File: config.mk
export PLATFORM = sky130hd
export DESIGN_NAME = ecd_nvm_ctrl
export DESIGN_NICKNAME = d
export VERILOG_FILES = /design/src/design/ecd_pkg.sv /design/src/design/ecd_nvm_ctrl.sv /design/src/design/ecd_ee_map.sv /design/src/design/ecd_nvm_timing_clock_div.sv
export SDC_FILE = /design/constraint.sdc
export NUM_CORES = 1
export LEC_CHECK = 0
export ABC_AREA = 1
export BUFFER_PORTS_ARGS = -buffer_cell sky130_fd_sc_hd__buf_4
export CORE_MARGIN = 10
export CORE_UTILIZATION = 30
export CTS_CLUSTER_DIAMETER = 50
export DETAILED_ROUTE_END_ITERATION = 6
export PLACE_DENSITY = 0.64
export SYNTH_ARGS = -nofsm -noshare
export SYNTH_HDL_FRONTEND = slang
export SYNTH_SLANG_ARGS = --single-unit
File: constraint.sdc
create_clock -name clk -period 3.4 [get_ports clk]
set_input_delay 0.51 -clock clk [delete_from_list [all_inputs] [get_ports clk]]
set_output_delay 0.51 -clock clk [all_outputs]
set_load 0.02 [all_outputs]
File: src/design/ecd_pkg.sv
// Constants, register map and carrier types for the nonvolatile memory
// controller slice: EEPROM paging and the write-once timing clock divider.
// Assumes a 32-bit APB master on the bus clock and a synchronous reset.
// Summary of operation
// - Only one half of EEPROM is visible
// - Sector mode bit picks 4- or 8-byte
// - 4-byte mode: page picks sector half
// - 4-byte erase clears whole eight bytes
// - 8-byte mode: sectors sit in one page
// - 8-byte erase clears foreground sector only
// - Seven registers; two loaded from nonvolatile
// - Eight-byte comparison key is held
// - Divider bit 7 read-only; rest write-once
// - Reset clears loaded flag; first write sets
// - No program or erase until loaded
// - Prescale bit selects bus or bus/8
// - Divide selected clock by divisor plus one
// - Each timing pulse is one timing cycle
// - Operations use whole numbers of pulses
// - Page select 0 shows page 0, 1 page 1
// - Sector mode is options bit 5, reset-loaded
package ecd_pkg;

  localparam int unsigned APB_AW = 8;
  localparam int unsigned APB_DW = 32;
  localparam int unsigned REG_W  = 8;

  // Register byte addresses
  localparam logic [7:0] OFS_CLKDIV  = 8'h00;
  localparam logic [7:0] OFS_OPTIONS = 8'h04;
  localparam logic [7:0] OFS_CONFIG  = 8'h08;
  localparam logic [7:0] OFS_PROTECT = 8'h0C;
  localparam logic [7:0] OFS_COMMAND = 8'h10;
  localparam logic [7:0] OFS_STATUS  = 8'h14;
  localparam logic [7:0] OFS_EEADDR  = 8'h18;

  // Divider register fields
  localparam int unsigned DIV_LOADED_BIT   = 7;
  localparam int unsigned DIV_PRESCALE_BIT = 6;
  localparam int unsigned DIV_FIELD_W      = 6;

  // Options, config, command and status fields
  localparam int unsigned OPT_SECTOR_MODE_BIT = 5;
  localparam int unsigned CFG_PAGE_SEL_BIT    = 6;
  localparam int unsigned CMD_PROGRAM_BIT     = 0;
  localparam int unsigned CMD_ERASE_BIT       = 1;
  localparam int unsigned STAT_BUSY_BIT       = 0;
  localparam int unsigned STAT_DONE_BIT       = 1;
  localparam int unsigned STAT_BLOCKED_BIT    = 2;

  // Reset values
  localparam logic [7:0] CLKDIV_RST  = 8'h00;
  localparam logic [7:0] CONFIG_RST  = 8'h00;
  localparam logic [7:0] OPTIONS_RST = 8'h00;
  localparam logic [7:0] PROTECT_RST = 8'h00;

  // Prescaler and sector geometry
  localparam int unsigned PRESCALE_W   = 3;
  localparam logic [2:0]  PRESCALE_TOP = 3'h7;
  localparam int unsigned SECTOR_AW    = 3;
  localparam int unsigned HALF_AW      = 2;
  localparam int unsigned KEY_W        = 64;

  typedef enum logic [1:0] {
    OP_IDLE,
    OP_ALIGN,
    OP_RUN
  } ecd_op_e;

  typedef struct packed {
    logic                psel;
    logic                penable;
    logic                pwrite;
    logic [APB_AW-1:0]   paddr;
    logic [APB_DW-1:0]   pwdata;
  } ecd_apb_req_s;

  typedef struct packed {
    logic                pready;
    logic                pslverr;
    logic [APB_DW-1:0]   prdata;
  } ecd_apb_rsp_s;

  typedef struct packed {
    logic [7:0]   options;
    logic [7:0]   protect;
    logic [63:0]  key;
  } ecd_nv_image_s;

endpackage

File: src/design/ecd_nvm_ctrl.sv
// Top of the EEPROM paging and timing clock divider slice, with APB
// register file and a pulse-counting program/erase sequencer.
// Assumes nonvolatile image inputs are stable across reset release and
// live in the bus clock domain.
`timescale 1ns/1ps
module ecd_nvm_ctrl #(
  parameter int unsigned EE_AW        = 10,
  parameter int unsigned PULSE_W      = 16,
  parameter int unsigned PROG_PULSES  = 9,
  parameter int unsigned ERASE_PULSES = 4000
) (
  // Clock and reset
  input  wire logic                      clk,
  input  wire logic                      rstn,
  // Register bus
  input  wire ecd_pkg::ecd_apb_req_s     apb_req,
  output      ecd_pkg::ecd_apb_rsp_s     apb_rsp,
  // Nonvolatile image read at reset
  input  wire ecd_pkg::ecd_nv_image_s    nv_image,
  // EEPROM read access
  input  wire logic [EE_AW-1:0]          ee_addr,
  output      logic [EE_AW:0]            ee_phys_addr,
  // Program and erase operation
  output      logic                      op_program,
  output      logic                      op_erase,
  output      logic [EE_AW:0]            op_phys_addr,
  output      logic [EE_AW:0]            op_erase_base,
  output      logic                      timing_pulse,
  // Loaded settings
  output      logic                      divisor_loaded_flag,
  output      logic                      eeprom_page_select,
  output      logic                      eeprom_sector_mode,
  output      logic [ecd_pkg::KEY_W-1:0] comparison_key
);

  generate
    if (PROG_PULSES < 1 || PROG_PULSES >= (1 << PULSE_W) ||
        ERASE_PULSES < 1 || ERASE_PULSES >= (1 << PULSE_W)) begin : g_chk
      $error("ecd_nvm_ctrl: pulse counts do not fit PULSE_W");
    end
    if (EE_AW < ecd_pkg::SECTOR_AW || EE_AW > 16) begin : g_chk_aw
      $error("ecd_nvm_ctrl: EE_AW out of range");
    end
  endgenerate

  localparam logic [PULSE_W-1:0] PROG_CNT  = PULSE_W'(PROG_PULSES);
  localparam logic [PULSE_W-1:0] ERASE_CNT = PULSE_W'(ERASE_PULSES);

  typedef struct packed {
    logic                      loading;
    logic [7:0]                clkdiv;
    logic [7:0]                options;
    logic [7:0]                config_r;
    logic [7:0]                protect;
    logic [EE_AW-1:0]          eeaddr;
    logic [ecd_pkg::KEY_W-1:0] key;
    ecd_pkg::ecd_op_e          op;
    logic                      erasing;
    logic [PULSE_W-1:0]        pulses;
    logic                      done;
    logic                      blocked;
    logic [EE_AW:0]            op_addr;
    logic [EE_AW:0]            op_base;
    logic [EE_AW:0]            rd_addr;
    logic                      pslverr;
    logic [31:0]               prdata;
  } ecd_top_state_s;

  ecd_top_state_s st_ff;
  ecd_top_state_s nxt_st;

  logic           tick;
  logic [EE_AW:0] rd_phys;
  logic [EE_AW:0] cmd_phys;
  logic [EE_AW:0] cmd_base;
  logic           page_sel;
  logic           sect_mode;
  logic           loaded;
  logic           wr_en;
  logic           rd_cap;
  logic [7:0]     wbyte;

  assign page_sel  = st_ff.config_r[ecd_pkg::CFG_PAGE_SEL_BIT];
  assign sect_mode = st_ff.options[ecd_pkg::OPT_SECTOR_MODE_BIT];
  assign loaded    = st_ff.clkdiv[ecd_pkg::DIV_LOADED_BIT];
  assign wr_en     = apb_req.psel & apb_req.penable & apb_req.pwrite;
  assign rd_cap    = apb_req.psel & ~apb_req.penable;
  assign wbyte     = apb_req.pwdata[7:0];

  ecd_ee_map #(
    .AW          (EE_AW)
  ) u_map_rd (
    .addr        (ee_addr),
    .page_sel    (page_sel),
    .sector_mode (sect_mode),
    .phys_addr   (rd_phys),
    .erase_base  ()
  );

  ecd_ee_map #(
    .AW          (EE_AW)
  ) u_map_cmd (
    .addr        (st_ff.eeaddr),
    .page_sel    (page_sel),
    .sector_mode (sect_mode),
    .phys_addr   (cmd_phys),
    .erase_base  (cmd_base)
  );

  ecd_nvm_timing_clock_div #(
    .DW       (ecd_pkg::DIV_FIELD_W)
  ) u_div (
    .clk      (clk),
    .rstn     (rstn),
    .run      (loaded),
    .prescale (st_ff.clkdiv[ecd_pkg::DIV_PRESCALE_BIT]),
    .divisor  (st_ff.clkdiv[ecd_pkg::DIV_FIELD_W-1:0]),
    .tick     (tick)
  );

  function automatic logic [32:0] read_word(input logic [7:0] a,
                                            input ecd_top_state_s s);
    logic [32:0] r;
    logic        busy;
    r    = '0;
    busy = (s.op != ecd_pkg::OP_IDLE);
    if (a == ecd_pkg::OFS_CLKDIV) begin
      r[7:0] = s.clkdiv;
    end else if (a == ecd_pkg::OFS_OPTIONS) begin
      r[7:0] = s.options;
    end else if (a == ecd_pkg::OFS_CONFIG) begin
      r[7:0] = s.config_r;
    end else if (a == ecd_pkg::OFS_PROTECT) begin
      r[7:0] = s.protect;
    end else if (a == ecd_pkg::OFS_COMMAND) begin
      r[ecd_pkg::CMD_PROGRAM_BIT] = busy & ~s.erasing;
      r[ecd_pkg::CMD_ERASE_BIT]   = busy & s.erasing;
    end else if (a == ecd_pkg::OFS_STATUS) begin
      r[ecd_pkg::STAT_BUSY_BIT]    = busy;
      r[ecd_pkg::STAT_DONE_BIT]    = s.done;
      r[ecd_pkg::STAT_BLOCKED_BIT] = s.blocked;
    end else if (a == ecd_pkg::OFS_EEADDR) begin
      r[EE_AW-1:0] = s.eeaddr;
    end else begin
      r[32] = 1'b1;
    end
    return r;
  endfunction

  always_comb begin
    logic [32:0] rw;
    logic        clr_done;
    logic        clr_blk;
    logic        set_done;
    logic        set_blk;
    rw       = read_word(apb_req.paddr, st_ff);
    clr_done = 1'b0;
    clr_blk  = 1'b0;
    set_done = 1'b0;
    set_blk  = 1'b0;
    nxt_st   = st_ff;
    nxt_st.rd_addr = rd_phys;

    if (st_ff.loading) begin
      nxt_st.loading = 1'b0;
      nxt_st.options = nv_image.options;
      nxt_st.protect = nv_image.protect;
      nxt_st.key     = nv_image.key;
    end

    if (rd_cap) begin
      nxt_st.prdata  = rw[31:0];
      nxt_st.pslverr = rw[32];
    end

    if (wr_en) begin
      if (apb_req.paddr == ecd_pkg::OFS_CLKDIV) begin
        if (!loaded) begin
          nxt_st.clkdiv = {1'b1, wbyte[ecd_pkg::DIV_PRESCALE_BIT:0]};
        end
      end else if (apb_req.paddr == ecd_pkg::OFS_CONFIG) begin
        nxt_st.config_r = '0;
        nxt_st.config_r[ecd_pkg::CFG_PAGE_SEL_BIT] =
          wbyte[ecd_pkg::CFG_PAGE_SEL_BIT];
      end else if (apb_req.paddr == ecd_pkg::OFS_EEADDR) begin
        if (st_ff.op == ecd_pkg::OP_IDLE) begin
          nxt_st.eeaddr = apb_req.pwdata[EE_AW-1:0];
        end
      end else if (apb_req.paddr == ecd_pkg::OFS_STATUS) begin
        clr_done = wbyte[ecd_pkg::STAT_DONE_BIT];
        clr_blk  = wbyte[ecd_pkg::STAT_BLOCKED_BIT];
      end else if (apb_req.paddr == ecd_pkg::OFS_COMMAND) begin
        if (st_ff.op == ecd_pkg::OP_IDLE &&
            (wbyte[ecd_pkg::CMD_PROGRAM_BIT] ||
             wbyte[ecd_pkg::CMD_ERASE_BIT])) begin
          if (!loaded) begin
            set_blk = 1'b1;
          end else begin
            nxt_st.op      = ecd_pkg::OP_ALIGN;
            nxt_st.erasing = wbyte[ecd_pkg::CMD_ERASE_BIT];
            nxt_st.op_addr = cmd_phys;
            nxt_st.op_base = cmd_base;
          end
        end
      end
    end

    case (st_ff.op)
      ecd_pkg::OP_ALIGN: begin
        if (tick) begin
          nxt_st.op     = ecd_pkg::OP_RUN;
          nxt_st.pulses = st_ff.erasing ? ERASE_CNT : PROG_CNT;
        end
      end
      ecd_pkg::OP_RUN: begin
        if (tick) begin
          if (st_ff.pulses == PULSE_W'(1)) begin
            nxt_st.op = ecd_pkg::OP_IDLE;
            set_done  = 1'b1;
          end
          nxt_st.pulses = st_ff.pulses - 1'b1;
        end
      end
      default: begin
        nxt_st.pulses = '0;
      end
    endcase

    // Set beats clear so a finishing operation is never lost
    nxt_st.done    = set_done | (st_ff.done & ~clr_done);
    nxt_st.blocked = set_blk | (st_ff.blocked & ~clr_blk);
  end

  always_ff @(posedge clk) begin
    if (!rstn) begin
      st_ff          <= '0;
      st_ff.loading  <= 1'b1;
      st_ff.clkdiv   <= ecd_pkg::CLKDIV_RST;
      st_ff.config_r <= ecd_pkg::CONFIG_RST;
      st_ff.options  <= ecd_pkg::OPTIONS_RST;
      st_ff.protect  <= ecd_pkg::PROTECT_RST;
      st_ff.op       <= ecd_pkg::OP_IDLE;
    end else begin
      st_ff <= nxt_st;
    end
  end

  // Zero-wait slave; read data was captured in the setup cycle
  assign apb_rsp.pready  = 1'b1;
  assign apb_rsp.pslverr = st_ff.pslverr;
  assign apb_rsp.prdata  = st_ff.prdata;

  // only mapped half reaches the array
  assign ee_phys_addr        = st_ff.rd_addr;
  assign op_program          = (st_ff.op == ecd_pkg::OP_RUN) & ~st_ff.erasing;
  assign op_erase            = (st_ff.op == ecd_pkg::OP_RUN) & st_ff.erasing;
  assign op_phys_addr        = st_ff.op_addr;
  assign op_erase_base       = st_ff.op_base;
  assign timing_pulse        = tick;
  assign divisor_loaded_flag = loaded;
  assign eeprom_page_select  = page_sel;
  assign eeprom_sector_mode  = sect_mode;
  assign comparison_key      = st_ff.key;

endmodule

File: src/design/ecd_ee_map.sv
// EEPROM logical-to-physical address mapping for the two sector modes.
// Assumes a physical array twice the size of the visible window.
`timescale 1ns/1ps
module ecd_ee_map #(
  parameter int unsigned AW = 10
) (
  // Logical foreground address
  input  wire logic [AW-1:0] addr,
  // Mapping controls
  input  wire logic          page_sel,
  input  wire logic          sector_mode,
  // Physical results
  output      logic [AW:0]   phys_addr,
  output      logic [AW:0]   erase_base
);

  generate
    if (AW < ecd_pkg::SECTOR_AW) begin : g_chk
      $error("ecd_ee_map: AW too small for 8-byte sectors");
    end
  endgenerate

  function automatic logic [AW:0] map_addr(input logic [AW-1:0] a,
                                           input logic          pg,
                                           input logic          md);
    logic [AW:0] r;
    r = '0;
    if (md) begin
      r = {pg, a};
    end else begin
      r = {a[AW-1:ecd_pkg::HALF_AW], pg, a[ecd_pkg::HALF_AW-1:0]};
    end
    return r;
  endfunction

  always_comb begin
    phys_addr  = map_addr(addr, page_sel, sector_mode);
    // full 8 bytes in 4-byte mode
    erase_base = {phys_addr[AW:ecd_pkg::SECTOR_AW],
                  {ecd_pkg::SECTOR_AW{1'b0}}};
  end

endmodule

File: src/design/ecd_nvm_timing_clock_div.sv
// Nonvolatile timing clock divider: optional divide by 8, then by div+1.
// Emits a one-cycle strobe at the end of each timing clock period.
// Assumes settings stay constant while run is high.
`timescale 1ns/1ps
module ecd_nvm_timing_clock_div #(
  parameter int unsigned DW = ecd_pkg::DIV_FIELD_W
) (
  // Clock and reset
  input  wire logic          clk,
  input  wire logic          rstn,
  // Settings
  input  wire logic          run,
  input  wire logic          prescale,
  input  wire logic [DW-1:0] divisor,
  // Timing strobe
  output      logic          tick
);

  generate
    if (DW < 1) begin : g_chk
      $error("ecd_nvm_timing_clock_div: DW must be at least 1");
    end
  endgenerate

  typedef struct packed {
    logic [ecd_pkg::PRESCALE_W-1:0] pre_cnt;
    logic [DW-1:0]                  div_cnt;
    logic                           tick;
  } ecd_div_state_s;

  ecd_div_state_s st_ff;
  ecd_div_state_s nxt_st;

  always_comb begin
    nxt_st      = st_ff;
    nxt_st.tick = 1'b0;
    if (!run) begin
      nxt_st.pre_cnt = '0;
      nxt_st.div_cnt = '0;
    end else begin
      // bus clock or bus clock / 8
      nxt_st.pre_cnt = prescale ? st_ff.pre_cnt + 1'b1 : '0;
      if (!prescale || st_ff.pre_cnt == ecd_pkg::PRESCALE_TOP) begin
        if (st_ff.div_cnt == divisor) begin
          nxt_st.div_cnt = '0;
          nxt_st.tick    = 1'b1;
        end else begin
          nxt_st.div_cnt = st_ff.div_cnt + 1'b1;
        end
      end
    end
  end

  always_ff @(posedge clk) begin
    if (!rstn) begin
      st_ff <= '0;
    end else begin
      st_ff <= nxt_st;
    end
  end

  assign tick = st_ff.tick;

endmodule

# [After elaboration in Yosys (flattened, before gate mapping)]
# Index checks and enable logic that the tools add are counted.
[classes] n_addsub=3 n_eq_ne=13 muxes=85 bitwise_logic=20 n_reduce_logical=16
[ops] op="194-bit two-way mux" count=1
[ops] op="22-bit two-way mux" count=8
[ops] op="8-bit two-way mux" count=9
[ops] op="64-bit two-way mux" count=1
[ops] op="10-bit two-way mux" count=6
[ops] op="7-bit two-way mux" count=5
[ops] op="33-bit two-way mux" count=1
[ops] op="16-bit two-way mux" count=2
[ops] op="16-bit case mux with 2 select lines" count=1
[ops] op="1-bit two-way mux" count=29
[ops] op="3-bit two-way mux" count=9
[ops] op="8-bit by 5-bit == test with 1-bit output, second input constant" count=3
[ops] op="11-bit two-way mux" count=2
[ops] op="16-bit by 1-bit == test with 1-bit output, second input constant" count=1
[ops] op="8-bit by 4-bit == test with 1-bit output, second input constant" count=2
[ops] op="2-bit two-way mux" count=8
[ops] op="16-bit by 1-bit subtractor with 16-bit output, second input constant" count=1
[ops] op="12-bit two-way mux" count=1
[ops] op="3-bit AND reduction" count=4
[ops] op="1-bit bitwise AND" count=9
[ops] op="1-bit inverter" count=9
[ops] op="8-bit by 3-bit == test with 1-bit output, second input constant" count=1
[ops] op="8-bit logical NOT" count=1
[ops] op="8-bit AND reduction" count=1
[ops] op="17 further kinds" count=22
[totals] reg_bits=172 input_bits=135 output_inout_bits=137 wordCells=158

# [Depth between registers and ports, before layout]
# Gate-level depths: netlist (run 1).
[depth] ltp_word=13 mapped_depth=11 ltp_nobuf=11

# [Modules after synthesis]
# From an unflattened synthesis (run 1), not the netlist that was laid out.
[unflattened] cells_unflattened=1207 hier_area_um2=8797.2
[modules_own_cells] mod="ecd_nvm_ctrl" instances=1 cells_each=1036 area_each_um2=7806.2 seq_area_each_um2=3303.2
[modules_own_cells] mod="ecd_nvm_timing_clock_div" instances=1 cells_each=85 area_each_um2=555.5 seq_area_each_um2=200.2
[modules_own_cells] mod="ecd_ee_map" instances=2 cells_each=43 area_each_um2=217.7 seq_area_each_um2=0.0

# [Worst setup path before layout (run 1)]
# Ideal clock, no wire load.
[synth_timing] kind="flip-flop to output port" start="register st_ff[85] (netlist name)" end="output port op_program" arrival_ns=1.026 required_time_ns=2.890 slack_ns=1.864 path_stages_with_launch=6 n_path_buf=1 cell_sequence="dfxtp_1 inv_1 ha_1 buf_2 inv_2 nor2_1"
[synth_via] elab_chain_cells=2
[synth_lines] item="from (decl)" line_no="ecd_nvm_ctrl.sv:69" text="ecd_top_state_s st_ff;"
[synth_lines] item="from (signal assigned)" line_no="ecd_nvm_ctrl.sv:244" text="st_ff <= nxt_st;"
[synth_lines] item="2-bit == test" line_no="ecd_nvm_ctrl.sv:255" text="assign op_program = (st_ff.op == ecd_pkg::OP_RUN) & ~st_ff.erasing;"
[synth_lines] item="1-bit bitwise AND" line_no="ecd_nvm_ctrl.sv:255"
[synth_lines] item="to (decl)" line_no="ecd_nvm_ctrl.sv:24" text="output logic op_program,"
# Every way passes these cells.

# [Worst setup path after layout (run 1)]
# Ends and elaborated chain as after synthesis.

==> results.ini, run 1 <==
[status]
status = finished clean

[sta]
finClkSkew_ns = 0.0141
finalSetupTns_ns = 0
worstMarginPinSlew_ns = 0.805
max_slew_margin = 0.463
max_freq_mhz = 469
setup_viol = 0
period_needed_ns = 2.13
finalHoldViolCount = 0
rsz0062_at_grt = false
finalCritPeriodShare = 0.626
slew_violations = 0

[clock_network]
clockBufferDepth = 2
htreeDepth = 4
cts_buffers = 17
post_cts_buffers = 0
clk_pin_slew_ns = 0.07
cts_tree = done
clock-sinks = 164
cts_hold_buf = 0
root_buffer = clkbuf_16
clock_latency_ns = 0.42
cts-resized-gates = 0

[worst_setup_path]
path_depth = 5
crit_arrival_ns = 1.62
crit_buf_inv = 3
crit_path_start_kind = register
crit_family = buffers and inverters
cpMaxStageDelayCell = ha_1
r2r-start = st_ff[85]$_SDFF_PN0_
slowest_delay_ns = 0.38
crit_required_ns = 2.89
critPathCaptureType = output pin
critical_path.max_fanout = 8
r2r_cells = 7
crit_type = register to output pin
crit_chain = inv_1, ha_1, inv_2, nor2_1, buf_4
crit_path_start = st_ff[85]$_SDFF_PN0_

[detailed_routing]
drt-vias-per-instance = 4.48
num_vias = 6872
first_pass_iters = 5
ant_nets = 0
routedWlPerCell_um = 15.2
drt_wl_total_um = 23300
drcViolationCount = 0
drt_iter0_markers = 431

[final_layout]
fin_util = 0.368
nFillCells = 2769
layout.nets = 1328
drive_above_1_share = 0.240
area_growth_pct = 21.3
seq_area_um2 = 3280
diodes = 0
design_area_um2 = 9540
multi_input_area_um2 = 3190

[floorplan]
fp.dieH_um = 182
num_io_pins = 272
start_util = 0.303
num_rows = 59
die_area_um2 = 33100
fp.dieW_um = 182
core_area_um2 = 25900

[logic_synthesis]
yosysUniqueCellTypes = 41
yosysSeqAreaShare = 0.418
synth_top_area_frac = 0.418
synth_edf_count = 0
synth.most_common_cell = nor2_1
avgSynthCellArea_um2 = 7.25
syn_inst = 1085
netlist_area_um2 = 7860
yosysTopAreaCell = dfxtp_1
ys_top_cells_by_area = dfxtp_1, buf_4, nor2_1
synthFlopType = dfxtp_1
synthTopCellsByCount = nor2_1, dfxtp_1, nand2_1
ys_seq_elements = 164
synthArstFlopShare = 0
ys_warn_count = 0

[global_route]
grt_pass1_wl_um = 36500
grt_max_degree = 76
grt_pass1_vias = 6690
grt_usage = 0.136
antenna_found_initial = 2
grt_overflow = 0

[place]
place_congestion = 0.865
post_dp_cell_area_um2 = 8940
port_buffers = 223
dp.final_hpwl_um = 17400

[run]
drv_cap = 0

[power]
p_clk_frac = 0.436
combinationalPowerShare = 0.114
switching_share = 0.263
powerDensity_nw_per_um2 = 474
cell_internal_pwr_mw = 3.33
p_leak_nw = 4.38
power_switching_mw = 1.19
p_seq_frac = 0.450
irDropWorstVdd_uv = 243

[worst_hold_path]
hp-class = primary input to register
hold_depth = 3
min_from = ee_addr[1]

## power groups by stage
stage / clock [mW] / sequential (mW) / combinational [mW]
2_1_floorplan: 0 / 2.07 / 0.370
3_3_place_gp: 0 / 2.07 / 0.518
3_5_place_dp: 0 / 2.08 / 0.522
4_1_cts: 2.03 / 2.03 / 0.523
5_1_grt: 2.10 / 2.04 / 0.569
6_report: 1.97 / 2.03 / 0.515
## flip-flops by register name, summed over array words and instances, names as in the netlist
register,flops
eeprom_sector_mode,1
divisor_loaded_flag,1
op_phys_addr,11
eeprom_page_select,1
apb_rsp,11
u_div.st_ff,9
ee_phys_addr,11
comparison_key,64
st_ff,54
u_div.tick,1
## worst paths after layout
check | slack, ns | to
hold / removal | 0.28 | ee_phys_addr[1]$_SDFF_PN0_
hold reg to reg | 0.42 | u_div.st_ff[7]$_SDFF_PN0_
setup / recovery | 1.27 | op_program
setup reg to reg | 1.31 | st_ff[73]$_SDFFE_PN0P_
## cell usage in the layout, fill, tap and decap left out, types with 4 or more instances in the layout
cell         n
a21oi_1     72
clkbuf_16   17
inv_2        8
nor2_2       5
nand4_1      5
o21ai_1      7
o22ai_1      4
clkinv_4     6
conb_1      26
dfxtp_1    163
inv_1       72
ha_1         8
nand2_1    148
nor2_1     224
nand3_1     23
buf_4      230
xor2_1       8
nor3_1       6
o21ai_0    123
## worst register-to-register path: stages, from the launching register on
cell and delay [ns]:
dfxtp_1 0.32, inv_1 0.09, ha_1 0.38, inv_2 0.15, a21oi_2 0.50, nor2_1 0.30, nand2_1 0.14, a21oi_1 0.07
## logic make-up after synthesis
family,count (synthesis),synth area share
compound gates,221,0.147
xor+xnor,11,0.0123
fa+ha+maj,8,0.0127
buf+inv,254,0.188
flops,164,0.418
other cells,2,0.000955
simple gates,425,0.222
## metal layers
layer / vias up / part of all wire / global-route usage
met3: 14 / 0.13 / 0.0750
met2: 262 / 0.43 / 0.204
met1: 3082 / 0.43 / 0.166
li1: 3510 / - / -
met5: - / 0.0012 / 0
met4: 4 / 0.0074 / 0.0277
## stage by stage
step | hold WS (ns) | std cells | worst slack [ns] | total power [mW]
after detailed placement | 0.418 | 1501 | 1.08 | 2.60
after CTS | 0.255 | 1533 | 1.22 | 4.59
final | 0.279 | 1533 | 1.27 | 4.52
after global routing | 0.268 | 1533 | 1.08 | 4.71
after global placement | 0.409 | 1501 | 1.10 | 2.59
after floorplan | 0.399 | 1109 | 1.86 | 2.44
## layout make-up
| class | count | area share |
|---|---|---|
| well taps | 335 | 0.0439 |
| clock inverters | 12 | 0.0153 |
| clock buffers | 20 | 0.0468 |
| inverters | 80 | 0.0315 |
| flip-flops and latches | 164 | 0.344 |
| multi-input cells | 691 | 0.335 |
| repair buffers | 231 | 0.183 |
No activity file was read; power rests on OpenSTA's default activity.
==> run 2: changes to the inputs <==
==> constraint.sdc (replaced) <==
create_clock -name clk -period 2 [get_ports clk]
set_input_delay 0.3 -clock clk [delete_from_list [all_inputs] [get_ports clk]]
set_output_delay 0.3 -clock clk [all_outputs]
set_load 0.02 [all_outputs]
==> run 2 against run 1 <==
  * Sequential share of layout area is 0.11 points lower
  * Non-clock buffer count is 5 higher
  * Critical endpoint is now op_erase
  * Highest routed layer is now met4
  * Clock power is 64% higher
  * Wire length hardly changed
  * Critical path type unchanged
==> results.ini, run 2 (synthesis results as in run 1) <==
[worst_setup_path]
critPathCaptureType = output pin
r2r_cells = 7  ; unchanged
cpMaxStageDelayCell = dfxtp_1
critical_path.max_fanout = 7  ; -1
r2r_setup_slack_ns = 0.28  ; -1.03 ns
r2r-start = st_ff[86]$_SDFF_PN0_
reg2reg_to = st_ff[78]$_SDFFE_PN0P_
crit_chain = inv_1, ha_1, buf_4, nand2_1, inv_1, buf_4
crit_path_start_kind = register
slowest_delay_ns = 0.34  ; -0.04 ns
crit_arrival_ns = 1.48  ; -0.14 ns
crit_required_ns = 1.70  ; -1.19 ns
crit_buf_inv = 4  ; +1
crit_family = buffers and inverters
crit_type = register to output pin

[sta]
setup_viol = 0  ; unchanged
worstMarginPinSlew_ns = 0.696  ; -0.109 ns
finalCritPeriodShare = 0.892
finalHoldViolCount = 0  ; unchanged
finClkSkew_ns = 0.0113  ; -0.00275 ns
timing.hold.ws_ns = 0.0638  ; -0.215 ns
period_needed_ns = 1.78
max_freq_mhz = 561
finalSetupTns_ns = 0  ; unchanged
rsz0062_at_grt = false
max_slew_margin = 0.536  ; +0.0734
fin_ws_ns = 0.217  ; -1.05 ns
slew_violations = 0  ; unchanged

[power]
p_seq_frac = 0.456  ; +0.006
p_clk_frac = 0.428  ; -0.008
total_power_mw = 7.57  ; +68%
irDropWorstVdd_uv = 597  ; +150%
powerDensity_nw_per_um2 = 791  ; +67%
switching_share = 0.271  ; +0.00825
cell_internal_pwr_mw = 5.52  ; +66%
power_switching_mw = 2.05  ; +73%
p_leak_nw = 4.40  ; +0.41%
combinationalPowerShare = 0.116  ; +0.002

[place]
place_congestion = 0.859  ; -0.67%
placed_cells = 1506  ; +0.33%
post_dp_cell_area_um2 = 8990  ; +0.56%
dp.final_hpwl_um = 17500  ; +0.54%
port_buffers = 223  ; unchanged
dp_slack_ns = 0.258  ; -0.819 ns

[final_layout]
area_growth_pct = 21.7
drive_above_1_share = 0.244  ; +0.00399
fin_cells = 1539  ; +0.39%
design_area_um2 = 9570  ; +0.33%
largest_reg_flops = 64  ; unchanged
layout_commonest_cell = buf_4
layout.nets = 1333  ; +0.38%
fin_util = 0.369  ; +0.00121
final_cell_mix = buf_4, nor2_1, dfxtp_1

[detailed_routing]
drcViolationCount = 0  ; unchanged
ant_nets = 0  ; unchanged
drt-vias-per-instance = 4.45  ; -0.81%
routedWlPerCell_um = 15.1  ; -0.37%
first_pass_iters = 5  ; unchanged
drt_wl_total_um = 23300  ; about the same
num_vias = 6843  ; -0.42%
drt_iter0_markers = 379  ; -12%

[clock_network]
cts_hold_buf = 0  ; unchanged
cts-resized-gates = 0  ; unchanged
htreeDepth = 4  ; unchanged
root_buffer = clkbuf_16
cts_tree = done
clock_latency_ns = 0.42  ; about the same
cts_buffers = 17  ; unchanged
post_cts_buffers = 0  ; unchanged
clock-sinks = 164  ; unchanged
clockBufferDepth = 2  ; unchanged
clk_pin_slew_ns = 0.07  ; about the same

[floorplan]
num_rows = 59  ; unchanged
start_util = 0.303  ; unchanged
fp.dieW_um = 182  ; unchanged
fp.dieH_um = 182  ; unchanged
num_io_pins = 272  ; unchanged
core_area_um2 = 25900  ; unchanged
die_area_um2 = 33100  ; unchanged

[status]
status = finished clean

[global_route]
grt_overflow = 0  ; unchanged
grt_usage = 0.136  ; +0.000555
use_met2 = 0.209  ; +0.00469
grt_pass1_wl_um = 36500  ; about the same
antenna_found_initial = 1  ; -1
grt_max_degree = 86  ; +13%
met1_usage = 0.161  ; -0.00526
grt_pass1_vias = 6817  ; +1.9%
grt-busiest-layer = met2
met3_usage = 0.0773  ; +0.00239

[worst_hold_path]
min_to = ee_phys_addr[0]$_SDFF_PN0_
hold_depth = 3  ; unchanged
hp-class = primary input to register
min_from = ee_addr[0]

[run]
drv_cap = 0  ; unchanged

[run 2: cell count changes in the layout (fill, tap and decap cells not counted), sizes merged]
cell      before  now
clkinvlp       1    2
buf          231  236
diode          0    1
bufinv         2    1
clkbuf        20   18
clkinv         6    4
inv           83   87
[run 2: area by class of cell]
cell class / instances / area [um2]
well taps: 335 / 419
clock inverters: 14 / 143
fillers: 2749 / 16300
inverters: 80 / 300
flip-flops and latches: 164 / 3280
diodes: 1 / 2.50
repair buffers: 236 / 1800
multi-input cells: 691 / 3190
clock buffers: 18 / 429
[run 2: layer usage]
layer  wire [um]  share of wire  vias up
met2       10300           0.44      254
met5           0              0        -
li1            -              -     3520
met1        9940           0.43     3056
met4         195         0.0084        0
met3        2830           0.12       13
[run 2: worst register-to-register path, cell delays in order, from the launching register on]
cell	delay, ns
dfxtp_1	0.35
inv_1	0.07
ha_1	0.24
inv_1	0.14
a21oi_2	0.10
nor2_1	0.49
nand2_1	0.13
a21oi_1	0.14
[run 2: worst max path at each step]
stage | startpoint | slack (ns) | cells past startpoint | endpoint
after CTS | st_ff[85]$_SDFF_PN0_ | 0.20 | 6 | op_erase
final | st_ff[85]$_SDFF_PN0_ | 0.22 | 6 | op_erase
after global placement | apb_req[39] | 0.30 | 8 | st_ff[187]$_SDFFE_PN0P_
after global routing | st_ff[86]$_SDFF_PN0_ | 0.05 | 7 | st_ff[75]$_SDFFE_PN0P_
after floorplan | st_ff[85]$_SDFF_PN0_ | 0.51 | 8 | op_phys_addr[8]$_SDFFE_PN0P_
after detailed placement | apb_req[39] | 0.26 | 8 | st_ff[189]$_SDFFE_PN0P_
[run 2: power by group through the flow]
stage	clock [mW]	combinational, mW	sequential [mW]
2_1_floorplan	0	0.630	3.51
3_3_place_gp	0	0.879	3.52
3_5_place_dp	0	0.888	3.53
4_1_cts	3.34	0.890	3.46
5_1_grt	3.47	0.966	3.47
6_report	3.24	0.876	3.45
==> run 3: changes to the inputs <==
--- a/config.mk
+++ b/config.mk
@@ -5,7 +5,6 @@
 export SDC_FILE = /design/constraint.sdc
 export NUM_CORES = 1
 export LEC_CHECK = 0
-export ABC_AREA = 1
 export BUFFER_PORTS_ARGS = -buffer_cell sky130_fd_sc_hd__buf_4
 export CORE_MARGIN = 10
 export CORE_UTILIZATION = 30
==> run 3 against run 2 <==
  * Count of clock-buffer cells in the layout unchanged
  * First-iteration DRC count increased by 5.0%
  * Final cell count decreased by 13%
  * Wire length rose by 3.0%
  * Total power up 0.75%
  * Worst setup slack got worse by 0.12 ns
  * Maximum frequency shrank 6.5%
  * Largest power group unchanged
==> results.ini, run 3 <==
[clock_network]
htreeDepth = 4  ; unchanged
clock-sinks = 164  ; unchanged
cts_buffers = 17  ; unchanged
clock_latency_ns = 0.43  ; about the same
root_buffer = clkbuf_16
cts_tree = done
clockBufferDepth = 2  ; unchanged
post_cts_buffers = 0  ; unchanged
clk_pin_slew_ns = 0.07  ; about the same

[sta]
max_slew_margin = 0.560  ; +0.0236
finalSetupTns_ns = 0  ; unchanged
worstMarginPinSlew_ns = 0.660  ; -0.0353 ns
max_freq_mhz = 524  ; -6.5%
finalHoldViolCount = 0  ; unchanged
fin_ws_ns = 0.0927  ; -0.124 ns
finalCritPeriodShare = 0.954  ; +0.0619
period_needed_ns = 1.91  ; +0.124 ns
finClkSkew_ns = 0.0138  ; +0.00245 ns
rsz0062_at_grt = false
slew_violations = 0  ; unchanged
setup_viol = 0  ; unchanged

[final_layout]
final_cell_mix = buf_4, dfxtp_1, nor2_1
layout_commonest_cell = buf_4
area_growth_pct = 25.0
layout.nets = 1140  ; -14%
nFillCells = 2642  ; -3.9%
design_area_um2 = 9890  ; +3.4%
diodes = 0  ; -1
fin_cells = 1345  ; -13%
drive_above_1_share = 0.313  ; +0.0685
largest_reg_flops = 64  ; unchanged

[floorplan]
fp.dieH_um = 182  ; +0.31%
die_area_um2 = 33300  ; +0.61%
num_io_pins = 272  ; unchanged
start_util = 0.305  ; +0.00121
num_rows = 59  ; unchanged
core_area_um2 = 26000  ; +0.28%
fp.dieW_um = 182  ; +0.31%

[global_route]
grt_max_degree = 126  ; +47%
antenna_found_initial = 1  ; unchanged
grt_usage = 0.141  ; +0.00459
grt_overflow = 0  ; unchanged
grt_pass1_wl_um = 37500  ; +2.7%
grt_pass1_vias = 6565  ; -3.7%

[detailed_routing]
drt_wl_total_um = 24000  ; +3.0%
first_pass_iters = 5  ; unchanged
ant_nets = 0  ; unchanged
drt-vias-per-instance = 4.67  ; +5.0%
routedWlPerCell_um = 17.8  ; +18%
drcViolationCount = 0  ; unchanged
drt_iter0_markers = 398  ; +5.0%
num_vias = 6279  ; -8.2%

[logic_synthesis]
avgSynthCellArea_um2 = 9.11  ; +26%
netlist_area_um2 = 7920  ; +0.68%
synth_simple_gate_area_frac = 0.159  ; -0.0628
ys_seq_elements = 164  ; unchanged
ys_warn_count = 0  ; unchanged
synthArstFlopShare = 0  ; unchanged
synthFlopType = dfxtp_1
synth_top_area_frac = 0.415  ; -0.00284
yosysTopAreaCell = dfxtp_1
synthXorXnorAreaFrac = 0.0177  ; +0.00545
synth.most_common_cell = dfxtp_1
synth_compound_area_frac = 0.0842  ; -0.0625
synth_mux_area_frac = 0.154  ; +0.154
synthTopCellsByCount = dfxtp_1, nor2_1, buf_4
syn_inst = 869  ; -20%
yosysUniqueCellTypes = 63  ; +54%
ys_top_cells_by_area = dfxtp_1, mux2i_1, buf_4
synth_top_family_by_area = simple AND/OR/NAND/NOR gates
synth_fa_ha_area_frac = 0.0126  ; -0.0000865
yosysSeqAreaShare = 0.415  ; -0.00284
synth_edf_count = 0  ; unchanged

[worst_setup_path]
crit_path_start = st_ff[79]$_SDFFE_PN0P_
critical_path.max_fanout = 5  ; -2
crit_path_start_kind = register
r2r-start = st_ff[79]$_SDFFE_PN0P_
r2r_setup_slack_ns = 0.09  ; -0.19 ns
r2r_cells = 5  ; -2
crit_arrival_ns = 2.21  ; +0.73 ns
critPathCaptureType = register
setup.worst_path.end = st_ff[86]$_SDFF_PN0_
crit_type = register to register
reg2reg_to = st_ff[86]$_SDFF_PN0_
crit_required_ns = 2.30  ; +0.60 ns

[power]
irDropWorstVdd_uv = 559  ; -6.3%
p_leak_nw = 4.53  ; +2.9%
powerDensity_nw_per_um2 = 771  ; -2.5%

[place]
place_congestion = 0.824  ; -4.1%
port_buffers = 223  ; unchanged
placed_cells = 1313  ; -13%
dp_slack_ns = -0.0885  ; -0.347 ns
dp.final_hpwl_um = 18500  ; +6.1%
post_dp_cell_area_um2 = 9290  ; +3.3%

[status]
status = finished clean

[worst_hold_path]
hp-class = primary input to register

[run]
drv_cap = 0  ; unchanged

## run 3: final cells by class
class / instances / area (um2) / area share
Timing Repair Buffer: 263 / 2040 / 0.206
Tap cell: 335 / 419 / 0.0424
Sequential cell: 164 / 3290 / 0.332
Multi-Input combinational cell: 536 / 3510 / 0.354
Clock inverter: 14 / 145 / 0.0147
Clock buffer: 18 / 439 / 0.0444
Inverter: 15 / 58.8 / 0.00594
## run 3: power by group
group / total (mW) / switching (mW) / internal [mW]
Clock: 3.30 / 1.58 / 1.72
Sequential: 3.45 / 0.0779 / 3.38
Combinational: 0.881 / 0.464 / 0.417
## run 3: worst min path at each step
stage,slack [ns],cells after the start,endpoint,startpoint
after floorplan,0.40,1,u_div.st_ff[7]$_SDFF_PN0_,u_div.st_ff[7]$_SDFF_PN0_
after global placement,0.42,1,u_div.st_ff[7]$_SDFF_PN0_,u_div.st_ff[7]$_SDFF_PN0_
after detailed placement,0.45,1,u_div.st_ff[7]$_SDFF_PN0_,u_div.st_ff[7]$_SDFF_PN0_
after CTS,0.07,2,ee_phys_addr[1]$_SDFF_PN0_,ee_addr[1]
after global routing,0.08,2,ee_phys_addr[0]$_SDFF_PN0_,ee_addr[0]
final,0.08,2,ee_phys_addr[1]$_SDFF_PN0_,ee_addr[1]
## run 3: worst max-delay path, cell delays in order (launching register included)
cell and delay [ns]:
dfxtp_1 0.36, or3_1 0.39, or4_4 0.47, o311ai_2 0.34, buf_4 0.18, a22oi_1 0.05
## run 3: layer usage
metal / share of wire / up-vias / GRT usage
met5: 0.00054 / - / 0
met1: 0.42 / 2922 / 0.166
met4: 0.0068 / 2 / 0.0283
li1: - / 3081 / -
met2: 0.46 / 261 / 0.222
met3: 0.12 / 13 / 0.0752
## run 3: logic make-up (layout without fill, tap and decap cells)
group,after synthesis,count (layout)
AO/OA/AOI/OAI,102,102
multiplexers,121,121
XOR/XNOR,16,16
buffers and inverters,193,310
adder cells (fa/ha/maj),8,8
AND/OR/NAND/NOR,263,263
flip-flops,164,164
other,2,26
## run 3: metrics by stage
step | util | hold slack [ns] | total power [mW]
after floorplan | - | 0.404 | 4.12
after global placement | 0.358 | 0.420 | 4.40
after detailed placement | 0.358 | 0.450 | 4.42
after CTS | 0.380 | 0.0656 | 7.75
after global routing | 0.381 | 0.0797 | 7.95
final | 0.381 | 0.0810 | 7.63
## run 3: repair_timing
| item | in CTS | in global routing |
|---|---|---|
| endpoints found under the setup margin | 0 | 3 |
| resized for setup | 0 | 3 |
| hold buffers | 0 | 0 |
| endpoints found under the hold margin | 0 | 0 |
